**src/exec_cfg.svh**
```systemverilog
`ifndef EXEC_CFG_SVH
`define EXEC_CFG_SVH
// Operation codes on the decoded-op port
`define OPC_NIBBLE_XCHG 4'h1
`define OPC_SKIP_NULL   4'h2
`define OPC_COPY_SKIP   4'h3
`define OPC_BIT_SKIP    4'h4
`define OPC_TAB_CUR     4'h5
`define OPC_TAB_FIN     4'h6
`define OPC_XOR_ACC     4'h7
`define OPC_XOR_MEM     4'h8
`define OPC_XOR_IMM     4'h9
// Reset values
`define ACC_RST         8'h00
`define ZERO_RST        1'b0
`define TABLE_HIGH_RST  8'h00
`endif

```
**src/exec_pkg.sv**
```systemverilog
package exec_pkg;
    typedef enum logic [1:0] {
        ST_RUN   = 2'b00,
        ST_TABLE = 2'b01,
        ST_DUMMY = 2'b11
    } exec_state_t;

    typedef struct packed {
        logic       valid;
        logic [3:0] opcode;
        logic [2:0] bit_sel;
        logic [7:0] imm;
    } instr_t;

    typedef struct packed {
        logic       we;
        logic [7:0] wdata;
    } mem_wr_t;
endpackage

```
**src/skip_table_xor_instr_exec.sv**
```systemverilog
// Function
// RULE1 - Nibble exchange puts swapped memory byte into accumulator, no flags touched
// RULE2 - Taken skip discards prefetched instruction, adds one dummy cycle: two cycles
// RULE3 - Skip-on-null skips when whole memory byte is zero, no writes
// RULE4 - Copy-and-skip loads byte into accumulator, skips when zero, no flags
// RULE5 - Bit-test skip skips when selected memory bit is zero, no flags
// RULE6 - Current-page table read: low byte to memory, high byte to table-high
// RULE7 - Final-page table read: same, but from the last program page
// RULE8 - XOR accumulator with memory, result to accumulator, zero flag only
// RULE9 - XOR accumulator with memory, result back to memory, zero flag only
// RULE10 - XOR accumulator with immediate, result to accumulator, zero flag only
// RULE11 - Zero flag set when XOR result is zero, cleared otherwise
`timescale 1ns/1ps
`include "exec_cfg.svh"

module skip_table_xor_instr_exec #(
    parameter int PC_W = 13,
    parameter int PT_W = 8
) (
    input  wire logic                  clk_i,
    input  wire logic                  rst_i,
    input  wire exec_pkg::instr_t      instr_i,
    input  wire logic [7:0]            mem_rdata_i,
    input  wire logic [PC_W-1:0]       pc_i,
    input  wire logic [PT_W-1:0]       table_pointer_reg_i,
    input  wire logic [15:0]           rom_rdata_i,
    output logic                       ready_o,
    output exec_pkg::mem_wr_t          mem_wr_o,
    output logic [PC_W-1:0]            rom_addr_o,
    output logic                       discard_prefetch_o,
    output logic [7:0]                 acc_o,
    output logic                       zero_flag_o,
    output logic [7:0]                 table_high_byte_reg_o
);

    // ----------------------------------------------------------------
    // Decode
    // ----------------------------------------------------------------
    function automatic logic is_op(input exec_pkg::instr_t i, input logic [3:0] c);
        is_op = i.valid && (i.opcode == c);
    endfunction

    exec_pkg::exec_state_t state;
    exec_pkg::exec_state_t next_state;

    wire logic run           = (state == exec_pkg::ST_RUN);
    wire logic nibble_exchange_to_accumulator_op = run && is_op(instr_i, `OPC_NIBBLE_XCHG);
    wire logic skip_on_null_op      = run && is_op(instr_i, `OPC_SKIP_NULL);
    wire logic copy_skip_on_null_op = run && is_op(instr_i, `OPC_COPY_SKIP);
    wire logic bit_skip_op          = run && is_op(instr_i, `OPC_BIT_SKIP);
    wire logic table_read_current_page_op = run && is_op(instr_i, `OPC_TAB_CUR);
    wire logic table_read_final_page_op   = run && is_op(instr_i, `OPC_TAB_FIN);
    wire logic xor_acc_op           = run && is_op(instr_i, `OPC_XOR_ACC);
    wire logic exclusive_or_to_memory_op = run && is_op(instr_i, `OPC_XOR_MEM);
    wire logic xor_imm_op           = run && is_op(instr_i, `OPC_XOR_IMM);
    wire logic table_op = table_read_current_page_op || table_read_final_page_op;

    // ----------------------------------------------------------------
    // Datapath
    // ----------------------------------------------------------------
    // Whole byte zero and selected bit zero tests
    wire logic byte_null = (mem_rdata_i == 8'h00);
    wire logic bit_null  = ~mem_rdata_i[instr_i.bit_sel];
    wire logic skip_take = ((skip_on_null_op || copy_skip_on_null_op) && byte_null) // RULE3 RULE4
                        || (bit_skip_op && bit_null); // RULE5

    wire logic [7:0] xor_mem = acc_o ^ mem_rdata_i;
    wire logic [7:0] xor_imm = acc_o ^ instr_i.imm;
    wire logic [7:0] xor_res = xor_imm_op ? xor_imm : xor_mem;
    wire logic xor_any = xor_acc_op || exclusive_or_to_memory_op || xor_imm_op;

    // Table address: pointer in the low bits, page from pc or forced to the last page
    logic [PC_W-1:0] tab_addr_reg;
    wire logic [PC_W-PT_W-1:0] cur_page = pc_i[PC_W-1:PT_W];
    wire logic [PC_W-PT_W-1:0] fin_page = '1;
    wire logic [PC_W-1:0] tab_addr = table_read_final_page_op
                                   ? {fin_page, table_pointer_reg_i}  // RULE7
                                   : {cur_page, table_pointer_reg_i}; // RULE6

    // Core stalls fetch while a dummy or table cycle runs
    assign ready_o = run;
    assign discard_prefetch_o = (state == exec_pkg::ST_DUMMY); // RULE2
    assign rom_addr_o = tab_addr_reg;

    // ----------------------------------------------------------------
    // Sequencer
    // ----------------------------------------------------------------
    // Table reads take a second cycle for the program memory access
    always_comb begin
        next_state = exec_pkg::ST_RUN;
        case (state)
            exec_pkg::ST_RUN: begin
                if (skip_take) begin
                    next_state = exec_pkg::ST_DUMMY; // RULE2
                end else if (table_op) begin
                    next_state = exec_pkg::ST_TABLE;
                end
            end
            // Dummy and table states have no exit condition: one cycle each
            default: next_state = exec_pkg::ST_RUN;
        endcase
    end

    always_ff @(posedge clk_i) begin
        if (rst_i) begin
            state <= exec_pkg::ST_RUN;
        end else begin
            state <= next_state;
        end
    end

    always_ff @(posedge clk_i) begin
        if (rst_i) begin
            tab_addr_reg <= '0;
        end else if (table_op) begin
            tab_addr_reg <= tab_addr; // RULE6 RULE7
        end
    end

    // ----------------------------------------------------------------
    // Architectural state
    // ----------------------------------------------------------------
    // Accumulator; skip-on-null and bit test leave it alone
    always_ff @(posedge clk_i) begin
        if (rst_i) begin
            acc_o <= `ACC_RST;
        end else if (nibble_exchange_to_accumulator_op) begin
            acc_o <= {mem_rdata_i[3:0], mem_rdata_i[7:4]}; // RULE1
        end else if (copy_skip_on_null_op) begin
            acc_o <= mem_rdata_i; // RULE4
        end else if (xor_acc_op || xor_imm_op) begin
            acc_o <= xor_res; // RULE8 RULE10
        end
    end

    // Zero flag moves only for the exclusive-OR forms
    always_ff @(posedge clk_i) begin
        if (rst_i) begin
            zero_flag_o <= `ZERO_RST;
        end else if (xor_any) begin
            zero_flag_o <= (xor_res == 8'h00); // RULE11
        end
    end

    // High byte of the program word lands in the table-high register
    always_ff @(posedge clk_i) begin
        if (rst_i) begin
            table_high_byte_reg_o <= `TABLE_HIGH_RST;
        end else if (state == exec_pkg::ST_TABLE) begin
            table_high_byte_reg_o <= rom_rdata_i[15:8]; // RULE6 RULE7
        end
    end

    // Memory write: registered so data leaves a flip-flop
    always_ff @(posedge clk_i) begin
        if (rst_i) begin
            mem_wr_o <= '0;
        end else if (state == exec_pkg::ST_TABLE) begin
            mem_wr_o <= '{we: 1'b1, wdata: rom_rdata_i[7:0]}; // RULE6 RULE7
        end else if (exclusive_or_to_memory_op) begin
            mem_wr_o <= '{we: 1'b1, wdata: xor_mem}; // RULE9
        end else begin
            // Data holds after the pulse so a slow memory still sees settled bits
            mem_wr_o <= '{we: 1'b0, wdata: mem_wr_o.wdata};
        end
    end

    // ----------------------------------------------------------------
    // Checks
    // ----------------------------------------------------------------
    swap_result_a: assert property (@(posedge clk_i) disable iff (rst_i) // RULE1
        nibble_exchange_to_accumulator_op |=> acc_o == {$past(mem_rdata_i[3:0]),
            $past(mem_rdata_i[7:4])} && $stable(zero_flag_o) && !mem_wr_o.we)
        else $error("nibble exchange result wrong");
    skip_dummy_a: assert property (@(posedge clk_i) disable iff (rst_i) // RULE2
        skip_take |=> discard_prefetch_o ##1 ready_o)
        else $error("skip did not take two cycles");
    noskip_one_a: assert property (@(posedge clk_i) disable iff (rst_i) // RULE2
        (run && !skip_take && !table_op) |=> ready_o)
        else $error("non skip took extra cycle");
    null_skip_a: assert property (@(posedge clk_i) disable iff (rst_i) // RULE3
        skip_on_null_op |-> (skip_take == byte_null) ##1 (!mem_wr_o.we && $stable(acc_o)))
        else $error("skip on null wrong");
    copy_skip_a: assert property (@(posedge clk_i) disable iff (rst_i) // RULE4
        copy_skip_on_null_op |=> acc_o == $past(mem_rdata_i) && $stable(zero_flag_o)
                                 && (discard_prefetch_o == (acc_o == 8'h00)))
        else $error("copy and skip wrong");
    bit_skip_a: assert property (@(posedge clk_i) disable iff (rst_i) // RULE5
        bit_skip_op |-> (skip_take == !mem_rdata_i[instr_i.bit_sel]) ##1 $stable(zero_flag_o))
        else $error("bit skip wrong");
    table_cur_a: assert property (@(posedge clk_i) disable iff (rst_i) // RULE6
        table_read_current_page_op |=> rom_addr_o == {$past(pc_i[PC_W-1:PT_W]),
                                                       $past(table_pointer_reg_i)}
        ##1 mem_wr_o.we && mem_wr_o.wdata == $past(rom_rdata_i[7:0])
            && table_high_byte_reg_o == $past(rom_rdata_i[15:8]))
        else $error("current page table read wrong");
    table_fin_a: assert property (@(posedge clk_i) disable iff (rst_i) // RULE7
        table_read_final_page_op |=> &rom_addr_o[PC_W-1:PT_W] && $stable(zero_flag_o))
        else $error("final page table read wrong");
    xor_acc_a: assert property (@(posedge clk_i) disable iff (rst_i) // RULE8
        xor_acc_op |=> acc_o == ($past(acc_o) ^ $past(mem_rdata_i)) && !mem_wr_o.we)
        else $error("xor to accumulator wrong");
    xor_mem_a: assert property (@(posedge clk_i) disable iff (rst_i) // RULE9
        exclusive_or_to_memory_op |=> mem_wr_o.we && $stable(acc_o)
            && mem_wr_o.wdata == ($past(acc_o) ^ $past(mem_rdata_i)))
        else $error("xor to memory wrong");
    xor_imm_a: assert property (@(posedge clk_i) disable iff (rst_i) // RULE10
        xor_imm_op |=> acc_o == ($past(acc_o) ^ $past(instr_i.imm)))
        else $error("xor immediate wrong");
    zero_flag_a: assert property (@(posedge clk_i) disable iff (rst_i) // RULE11
        xor_any |=> zero_flag_o == ($past(exclusive_or_to_memory_op)
                                    ? (mem_wr_o.wdata == 8'h00) : (acc_o == 8'h00)))
        else $error("zero flag wrong");
    // Instructions offered while busy must leave accumulator and flag alone
    busy_refuse_a: assert property (@(posedge clk_i) disable iff (rst_i) // RULE2
        !ready_o |=> $stable(acc_o) && $stable(zero_flag_o))
        else $error("instruction taken while busy");
    dummy_single_a: assert property (@(posedge clk_i) disable iff (rst_i) // RULE2
        discard_prefetch_o |=> !discard_prefetch_o)
        else $error("dummy cycle longer than one");

endmodule

```
**config.mk**
```make
export PLATFORM = sky130hd
export DESIGN_NAME = skip_table_xor_instr_exec
export DESIGN_NICKNAME = d
export VERILOG_FILES = /design/src/exec_pkg.sv /design/src/skip_table_xor_instr_exec.sv
export VERILOG_INCLUDE_DIRS = /design/src
export SDC_FILE = /design/constraint.sdc
export NUM_CORES = 1
export LEC_CHECK = 0
export BUFFER_PORTS_ARGS = -buffer_cell sky130_fd_sc_hd__buf_2
export CORE_UTILIZATION = 51
export CTS_CLUSTER_DIAMETER = 150
export DETAILED_ROUTE_END_ITERATION = 7
export GPL_TIMING_DRIVEN = 0
export HOLD_SLACK_MARGIN = 0.05
export PLACE_DENSITY_LB_ADDON = 0.2
export SETUP_SLACK_MARGIN = 0.2
export SLEW_MARGIN = 10
export SYNTH_ARGS = -nofsm -noshare
export SYNTH_HDL_FRONTEND = slang
export SYNTH_SLANG_ARGS = --single-unit
```
**constraint.sdc**
```tcl
create_clock -name clk_i -period 3.9 [get_ports clk_i]
set_input_delay 0.78 -clock clk_i [delete_from_list [all_inputs] [get_ports clk_i]]
set_output_delay 0.78 -clock clk_i [all_outputs]
set_load 0.005 [all_outputs]
```
# Word level (Yosys, flattened, before mapping)
# Index checks and enable logic that the tools add are counted.
[totals] inputBits=63 out_inout_bits=41 wordCells=66 ff_bits=41
[classes] order_cmp=1 n_mux=11 n_eq_ne=11 n_reduce_logical=32 n_bitwise=4
[ops] cell="two-way mux 8 bit" count=4
[ops] cell="logical AND 1 bit" count=20
[ops] cell="two-way mux 9 bit" count=2
[ops] cell="== test 4 x 3 -> 1 bit (second input constant)" count=4
[ops] cell="zero test 8 bit" count=2
[ops] cell="bitwise XOR 8 bit" count=2
[ops] cell="two-way mux 13 bit" count=1
[ops] cell="== test 4 x 2 -> 1 bit (second input constant)" count=2
[ops] cell="== test 4 bit (second input constant)" count=2
[ops] cell="logical OR 1 bit" count=6
[ops] cell="== test 4 x 1 -> 1 bit (second input constant)" count=1
[ops] cell="< comparator 3 x 4 -> 1 bit (second input constant)" count=1
[ops] cell="binary-select mux 1 bit (select 3 bit)" count=1
[ops] cell="nonzero test 3 bit" count=1
[ops] cell="== test 2 x 1 -> 1 bit (second input constant)" count=1
[ops] cell="== test 2 bit (second input constant)" count=1
[ops] cell="zero test 2 bit" count=1
[ops] cell="two-way mux 1 bit" count=2
[ops] cell="two-way mux 2 bit" count=1
[ops] cell="NOT 1 bit" count=2
[ops] cell="nonzero test 2 bit" count=1
[ops] cell="OR reduction 2 bit" count=1

# Longest topological paths before layout
# Gate-level depths: netlist of run 1.
[depth] depth_word=7 depth_mapped=6

# Worst setup path after synthesis of run 1
# OpenSTA, ideal clock, no wires.
[synth_timing] path_kind="input to register" startpoint="input port instr_i[12] in the netlist's numbering" endpoint="register acc_o[6]" path_stages=5 required_time_ns=3.764 slack_ns=1.706 arrival_ns=2.058 setup_time_ns=0.136 path_cell_list="buf_6 -> nor3b_4 -> mux2_2 -> a2111oi_0 -> a211oi_1"
[synth_via] elab_chain_cells=7
[synth_rtl] element="from (decl)" line_no="skip_table_xor_instr_exec.sv:22" source="input wire exec_pkg::instr_t instr_i,"
[synth_rtl] element="== test 4 bit" line_no="skip_table_xor_instr_exec.sv:40" source="is_op = i.valid && (i.opcode == c);"
[synth_rtl] element="logical AND 1 bit" line_no="skip_table_xor_instr_exec.sv:40"
[synth_rtl] element="logical AND 1 bit" line_no="skip_table_xor_instr_exec.sv:55" source="wire logic xor_imm_op = run && is_op(instr_i, `OPC_XOR_IMM);"
[synth_rtl] element="two-way mux 8 bit" line_no="skip_table_xor_instr_exec.sv:69" source="wire logic [7:0] xor_res = xor_imm_op ? xor_imm : xor_mem;"
[synth_rtl] element="two-way mux 8 bit" line_no="skip_table_xor_instr_exec.sv:131" source="end else if (xor_acc_op || xor_imm_op) begin"
[synth_rtl] element="two-way mux 8 bit" line_no="skip_table_xor_instr_exec.sv:129" source="end else if (copy_skip_on_null_op) begin"
[synth_rtl] element="two-way mux 8 bit" line_no="skip_table_xor_instr_exec.sv:127" source="end else if (nibble_exchange_to_accumulator_op) begin"
[synth_rtl] element="to (signal assigned)" line_no="skip_table_xor_instr_exec.sv:128" source="acc_o <= {mem_rdata_i[3:0], mem_rdata_i[7:4]};"
[synth_rtl] element="to (signal assigned)" line_no="skip_table_xor_instr_exec.sv:130" source="acc_o <= mem_rdata_i;"
[synth_rtl] element="to (signal assigned)" line_no="skip_table_xor_instr_exec.sv:132" source="acc_o <= xor_res;"
[synth_rtl] element="to (decl)" line_no="skip_table_xor_instr_exec.sv:31" source="output logic [7:0] acc_o,"
# Several ways; a longest one is shown, not always the timed one. The select of a mux whose other input is x is not followed.
# A chain may end at the register's enable or synchronous reset.

# Final worst setup path of run 1
[layout_timing] startpoint="input port instr_i[11] in the netlist's numbering" endpoint="register zero_flag_o"
[layout_via] elab_chain_cells=5
[layout_rtl] element="== test 4 bit or == test 4 x 3 -> 1 bit (tied branches)" line_no="skip_table_xor_instr_exec.sv:40"
[layout_rtl] element="logical AND 1 bit" line_no="skip_table_xor_instr_exec.sv:40"
[layout_rtl] element="logical AND 1 bit, on equally long branches" line_no="skip_table_xor_instr_exec.sv:55, skip_table_xor_instr_exec.sv:53, skip_table_xor_instr_exec.sv:54"
[layout_rtl] element="two-way mux 8 bit or logical OR 1 bit (tied branches)" line_no="skip_table_xor_instr_exec.sv:69, skip_table_xor_instr_exec.sv:70"
[layout_rtl] element="zero test 8 bit or logical OR 1 bit (tied branches)" line_no="skip_table_xor_instr_exec.sv:141, skip_table_xor_instr_exec.sv:70"
[layout_rtl] element="to (signal assigned)" line_no="skip_table_xor_instr_exec.sv:139" source="zero_flag_o <= `ZERO_RST;"
[layout_rtl] element="to (signal assigned)" line_no="skip_table_xor_instr_exec.sv:141" source="zero_flag_o <= (xor_res == 8'h00);"
[layout_rtl] element="to (decl)" line_no="skip_table_xor_instr_exec.sv:32" source="output logic zero_flag_o,"
# Several ways; a longest one is shown, not always the timed one.

==> impl_metrics.py, run 1 <==
metrics = {
    "status": {
        "status": "finished clean",
    },
    "sta": {
        "worst_pin_slew_ps": 656.9,
        "min_period_over_period": 0.5646,
        "max_freq_mhz": 454.1,
        "rsz0062_at_grt": "false",
        "setup_viol": 0,
        "drv_slew": 0,
        "slew_headroom": 0.5612,
        "finalClockSkew_ps": 4.661,
        "period_minus_slack_ps": 2202,
        "finalHoldViolations": 0,
        "holdWs_ps": 454.1,
        "fin_setup_tns_ps": 0,
        "setup_slack_ps": 1698,
    },
    "worst_setup_path": {
        "end_kind": "register",
        "cpMostUsedCell": "clkbuf_1",
        "reg2reg_to": "zero_flag_o$_SDFFE_PP0P_",
        "crit_arrival_ps": 2400,
        "path_max_fanout": 10,
        "cp_num_buf_inv": 3,
        "worstPathRequired_ps": 4100,
        "cp_top_family": "buffers and inverters",
        "path_cells": "buf_2 -> nand4bb_1 -> clkbuf_1 -> clkbuf_1 -> o211ai_1 -> a311oi_1",
        "rr_startpoint": "state[1]$_SDFF_PP0_",
        "rrSetupSlack_ps": 1920,
        "start_kind": "input pin",
        "slowest_delay_ps": 450,
        "crit_type": "in2reg",
        "crit_slowest_cell": "clkbuf_1",
        "ff2ff_path_depth": 5,
    },
    "worst_hold_path": {
        "holdPathStages": 2,
        "holdCritPathClass": "reg2reg",
        "hold_path_startpoint": "table_high_byte_reg_o[2]$_SDFFE_PP0P_",
        "hold_path_end": "table_high_byte_reg_o[2]$_SDFFE_PP0P_",
    },
    "floorplanning": {
        "core_area_um2": 4414,
        "initial_utilization": 0.5385,
        "die_area_um2": 4939,
        "die_w_um": 70.28,
        "io_pins": 104,
        "rows": 24,
        "die_height_um": 70.28,
    },
    "global_routing": {
        "antenna_found_initial": 0,
        "grt_pass1_wl_mm": 10.18,
        "grt_pass1_vias": 2136,
        "grt.overflow.total": 0,
        "track_usage": 0.2601,
        "grt_max_degree": 13,
    },
    "route": {
        "drt_pass1_iterations": 5,
        "wl_per_cell_um": 14.93,
        "drcViolationCount": 0,
        "vias": 2406,
        "drtIter0Drc": 151,
        "wl_mm": 6.285,
        "viasPerCell": 5.715,
        "drtAntennaViolNets": 0,
    },
    "clock_network": {
        "clk_pin_slew_ps": 80,
        "cts_max_level": 2,
        "cts_root_buf": "clkbuf_8",
        "cts_buffers": 5,
        "post_cts_resized": 0,
        "cts_tree": "built",
        "cts_buffer_depth": 2,
        "postCtsHoldBufs": 0,
        "postCtsSetupBuffers": 0,
        "clock_sinks": 41,
        "clkLatencyLatePin_ps": 290,
    },
    "final_layout": {
        "fin_nets": 432,
        "layout_commonest_cell": "buf_2",
        "syn_to_final_growth_pct": 26.89,
        "drive_gt1_frac": 0.3442,
        "antenna_cells": 0,
        "final_cell_mix": "buf_2 (95), dfxtp_1 (41), a21oi_1 (25)",
    },
    "synth": {
        "synthFlopType": "dfxtp_1",
        "async_flop_share": 0,
        "seq_area_frac_synth": 0.3453,
        "synthCells": 268,
        "syn_area_per_cell_um2": 8.870,
        "syn_area_um2": 2377,
        "synth-edff-count": 0,
        "yosys_warnings": 0,
        "ys_types": 44,
        "synth_nets": 331,
        "synth_seq_cells": 41,
    },
    "place": {
        "place_congestion": 0.9224,
        "dp_hpwl_mm": 4.808,
        "place_ws_ps": 1394,
        "io_buffers": 94,
    },
    "pwr": {
        "ir_drop_mv": 0.2170,
        "p_leak_nw": 1.314,
        "powerDensity_nw_per_um2": 313.8,
        "design_power_total_mw": 0.9467,
    },
    "run": {
        "drv_cap": 0,
    },
}
==> worst min-delay path: cells and delay by family (launching register included) <==
family,cells,cell delay (ps)
compound gates,1,50
flops,1,310
simple gates,1,50
==> registers in the layout, indices dropped and copies added (netlist names) <==
name,cells
zero_flag_o,1
rom_addr_o,13
table_high_byte_reg_o,8
acc_o,8
state,2
mem_wr_o,9
==> stage by stage <==
stage / instance area (um^2) / util / instances
floorplan: 2377 / - / 268
global placement: 2913 / 0.6599 / 414
detailed placement: 2913 / 0.6599 / 414
CTS: 3017 / 0.6834 / 421
global route: 3017 / 0.6834 / 421
finish: 3017 / 0.6834 / 421
==> report_power, final <==
part	internal, mW	leakage [nW]	switching [mW]
Combinational	0.0815	0.928	0.0950
Sequential	0.432	0.332	0.0126
Clock	0.186	0.0540	0.140
Total	0.699	1.31	0.248
==> worst max-delay path by stage <==
stage,start,endpoint,cells past startpoint
floorplan,instr_i[12],acc_o[6]$_SDFFE_PP0P_,5
global placement,instr_i[13],acc_o[3]$_SDFFE_PP0P_,5
detailed placement,instr_i[13],acc_o[4]$_SDFFE_PP0P_,5
CTS,instr_i[13],acc_o[4]$_SDFFE_PP0P_,5
global route,instr_i[13],acc_o[4]$_SDFFE_PP0P_,5
finish,instr_i[11],zero_flag_o$_SDFFE_PP0P_,6
==> cell usage after synthesis, drive strengths merged (2+ instances only) <==
library cell,number,area [um^2]
dfxtp,41,820.8
a21oi,25,125.1
nor2,21,78.83
nand2,17,66.32
mux2i,14,140.1
clkbuf,13,48.80
nor3,10,72.57
a211oi,9,72.57
o211ai,9,67.56
o21bai,9,67.56
xnor2,9,78.83
inv,8,30.03
xor2,8,70.07
a2111oi,7,61.31
a211o,7,61.31
a21bo,7,70.07
mux2,7,78.83
buf,5,38.78
nand3,5,25.02
a22oi,4,30.03
nand2b,4,25.02
nand3b,4,30.03
nor4,4,25.02
o21ai,4,20.02
or3,3,18.77
mux4,2,45.04
nor2b,2,12.51
or3b,2,20.02
==> layout make-up <==
cell class / instances / area, um^2
fillers: 375 / 1398
inverters: 8 / 30.03
plain buffers: 18 / 87.58
multi-input cells: 201 / 1439
well taps: 52 / 65.06
clock inverters: 2 / 35.03
flip-flops and latches: 41 / 820.8
repair buffers: 94 / 470.5
clock buffers: 5 / 68.82
==> logic make-up after synthesis <==
family,share of synthesized area
DFF,0.3453
xor gates and xnor gates,0.06263
and+or+nand+nor,0.1858
muxes,0.1111
AOI/OAI and AO/OA,0.2458
buffers and inverters,0.04947
==> routing by layer <==
metal  vias up  track usage  part of all wire
li1       1189            -                 -
met1      1080       0.3612              0.44
met2       122       0.3989              0.46
met3        15      0.04185             0.076
met4         0       0.1089             0.018
met5         -            0                 0
Note: power is estimated with default switching activity, not from simulation.
==> run 2, diff against run 1 <==
--- a/config.mk
+++ b/config.mk
@@ -6,8 +6,9 @@
 export SDC_FILE = /design/constraint.sdc
 export NUM_CORES = 1
 export LEC_CHECK = 0
+export ABC_AREA = 1
 export BUFFER_PORTS_ARGS = -buffer_cell sky130_fd_sc_hd__buf_2
-export CORE_UTILIZATION = 51
+export CORE_UTILIZATION = 47
 export CTS_CLUSTER_DIAMETER = 150
 export DETAILED_ROUTE_END_ITERATION = 7
 export GPL_TIMING_DRIVEN = 0
==> constraint.sdc (replaced) <==
create_clock -name clk_i -period 2.3 [get_ports clk_i]
set_input_delay 0.46 -clock clk_i [delete_from_list [all_inputs] [get_ports clk_i]]
set_output_delay 0.46 -clock clk_i [all_outputs]
set_load 0.005 [all_outputs]
==> impl_metrics.py, run 2 <==
metrics = {
    "synth": {
        "async_flop_share": 0,
        "synth_most_common_cell": "nand2_1",
        "yosysTopAreaCell": "dfxtp_1",
        "ys_top_cells_by_area": "dfxtp_1 (37%), nand2_1 (12%), o21ai_0 (8.0%), nor2_1 (8.0%), inv_1 (5.5%)",
        "synth.top_cell.area_share": 0.3663,
        "synthFlopType": "dfxtp_1",
        "syn_area_um2": 2241,
        "syn_area_per_cell_um2": 6.791,
        "synthCells": 330,
        "synth_nets": 393,
        "synthTopCellsByCount": "nand2_1 (69), nor2_1 (48), dfxtp_1 (41)",
        "ys_types": 32,
        "synth_seq_cells": 41,
        "seq_area_frac_synth": 0.3663,
        "yosys_warnings": 0,
        "synth-edff-count": 0,
    },
    "sta": {
        "holdWs_ps": 354.2,
        "slew_headroom": 0.6189,
        "finalHoldViolations": 0,
        "min_period_over_period": 0.7101,
        "period_minus_slack_ps": 1633,
        "worst_pin_slew_ps": 567.3,
        "fin_setup_tns_ps": 0,
        "setup_slack_ps": 666.8,
        "setup_viol": 0,
        "drv_slew": 0,
        "rsz0062_at_grt": "false",
        "max_freq_mhz": 612.3,
        "finalClockSkew_ps": 5.558,
    },
    "floorplanning": {
        "core_area_um2": 4474,
        "initial_utilization": 0.5008,
        "io_pins": 104,
        "die_w_um": 71.05,
        "rows": 24,
        "die_area_um2": 5048,
        "die_height_um": 71.05,
    },
    "clock_network": {
        "cts_buffers": 5,
        "cts_root_buf": "clkbuf_8",
        "clkLatencyLatePin_ps": 290,
        "cts_max_level": 2,
        "cts_buffer_depth": 2,
        "postCtsHoldBufs": 0,
        "clk_pin_slew_ps": 80,
        "post_cts_resized": 0,
        "postCtsSetupBuffers": 0,
        "clock_sinks": 41,
        "cts_tree": "built",
    },
    "global_routing": {
        "grt_max_degree": 14,
        "track_usage": 0.2354,
        "grt_pass1_wl_mm": 9.459,
        "grt.overflow.total": 0,
        "grt_pass1_vias": 2141,
        "antenna_found_initial": 0,
    },
    "pwr": {
        "p_leak_nw": 1.482,
        "ir_drop_mv": 0.3414,
        "design_power_total_mw": 1.528,
        "powerDensity_nw_per_um2": 531.0,
    },
    "route": {
        "drt_pass1_iterations": 8,
        "drtAntennaViolNets": 0,
        "drcViolationCount": 2,
        "drtIter0Drc": 119,
        "wl_per_cell_um": 11.80,
        "viasPerCell": 5.060,
        "vias": 2454,
        "wl_mm": 5.724,
    },
    "worst_setup_path": {
        "crit_arrival_ps": 1830,
        "worstPathRequired_ps": 2490,
        "crit_type": "reg2reg",
        "critPathLaunch": "state[0]$_SDFF_PP0_",
        "end_kind": "register",
        "start_kind": "register",
        "rr_startpoint": "state[0]$_SDFF_PP0_",
        "path_max_fanout": 10,
    },
    "final_layout": {
        "fillers": 424,
        "drive_gt1_frac": 0.3002,
        "syn_to_final_growth_pct": 28.42,
        "final_cell_mix": "buf_2 (96), nand2_1 (69), nor2_1 (48)",
        "fin_nets": 495,
        "layout_commonest_cell": "buf_2",
        "largest_reg_flops": 13,
        "antenna_cells": 0,
    },
    "run": {
        "drv_cap": 0,
    },
    "place": {
        "place_ws_ps": 440.2,
        "io_buffers": 95,
        "place_congestion": 0.8840,
        "dp_hpwl_mm": 4.338,
    },
    "worst_hold_path": {
        "holdCritPathClass": "in2reg",
        "hold_path_startpoint": "rst_i",
    },
    "status": {
        "violations": "design-rule violations",
        "status": "finished with violations",
    },
}
==> run 2: final timing paths <==
| kind | endpoint | slack (ps) | cells past startpoint |
|---|---|---|---|
| max | acc_o[6]$_SDFFE_PP0P_ | 670 | 11 |
| min | mem_wr_o[7]$_SDFFE_PP0P_ | 350 | 2 |
| max reg2reg | acc_o[6]$_SDFFE_PP0P_ | 670 | 11 |
| min reg2reg | mem_wr_o[0]$_SDFFE_PP0P_ | 480 | 2 |
==> run 2: worst max-delay path, stage by stage (launching register included) <==
cell     delay [ps]
dfxtp_1         320
inv_2            60
nand2_2          90
inv_2           100
nand2_2          90
nor2_4          130
nand3_2         110
nand3_2         150
buf_4           190
nand3_1          80
a21oi_1         150
nor2_1           50
==> run 2: cells by family after synthesis <==
kind of cell           count (synthesis)  synth area share
AO/OA/AOI/OAI                         65            0.1558
AND/OR/NAND/NOR                      164            0.3417
buffers and inverters                 48           0.08933
XOR/XNOR                              12           0.04690
flip-flops                            41            0.3663
==> run 2: per-stage QoR <==
| stage | area, um^2 | util | instances |
|---|---|---|---|
| global placement | 2781 | 0.6216 | 477 |
| global route | 2878 | 0.6432 | 485 |
| CTS | 2878 | 0.6432 | 485 |
| detailed placement | 2781 | 0.6216 | 477 |
| floorplan | 2241 | - | 330 |
| finish | 2878 | 0.6432 | 485 |
==> run 2: layer usage <==
layer | vias up | routed length (um) | global-route usage
met5 | - | 0 | 0
met4 | 0 | 52 | 0.06222
met3 | 7 | 412 | 0.04701
met2 | 104 | 2630 | 0.3878
met1 | 1078 | 2629 | 0.3156
li1 | 1265 | - | -
==> run 2: cell type report <==
type	count	area (um^2)	area share
multi-input combinational	241	1220	0.4239
inverter	39	146.4	0.05087
tap	52	65.06	0.02261
clock buffer	6	82.58	0.02870
clock inverter	2	13.76	0.004783
timing repair buffer	95	475.5	0.1652
buffer	9	53.80	0.01870
sequential	41	820.8	0.2852
==> run 2: report_power, final <==
part	total [mW]	switching [mW]	internal, mW
Combinational	0.278	0.160	0.118
Clock	0.496	0.253	0.243
Sequential	0.754	0.0187	0.735
Total	1.53	0.432	1.10
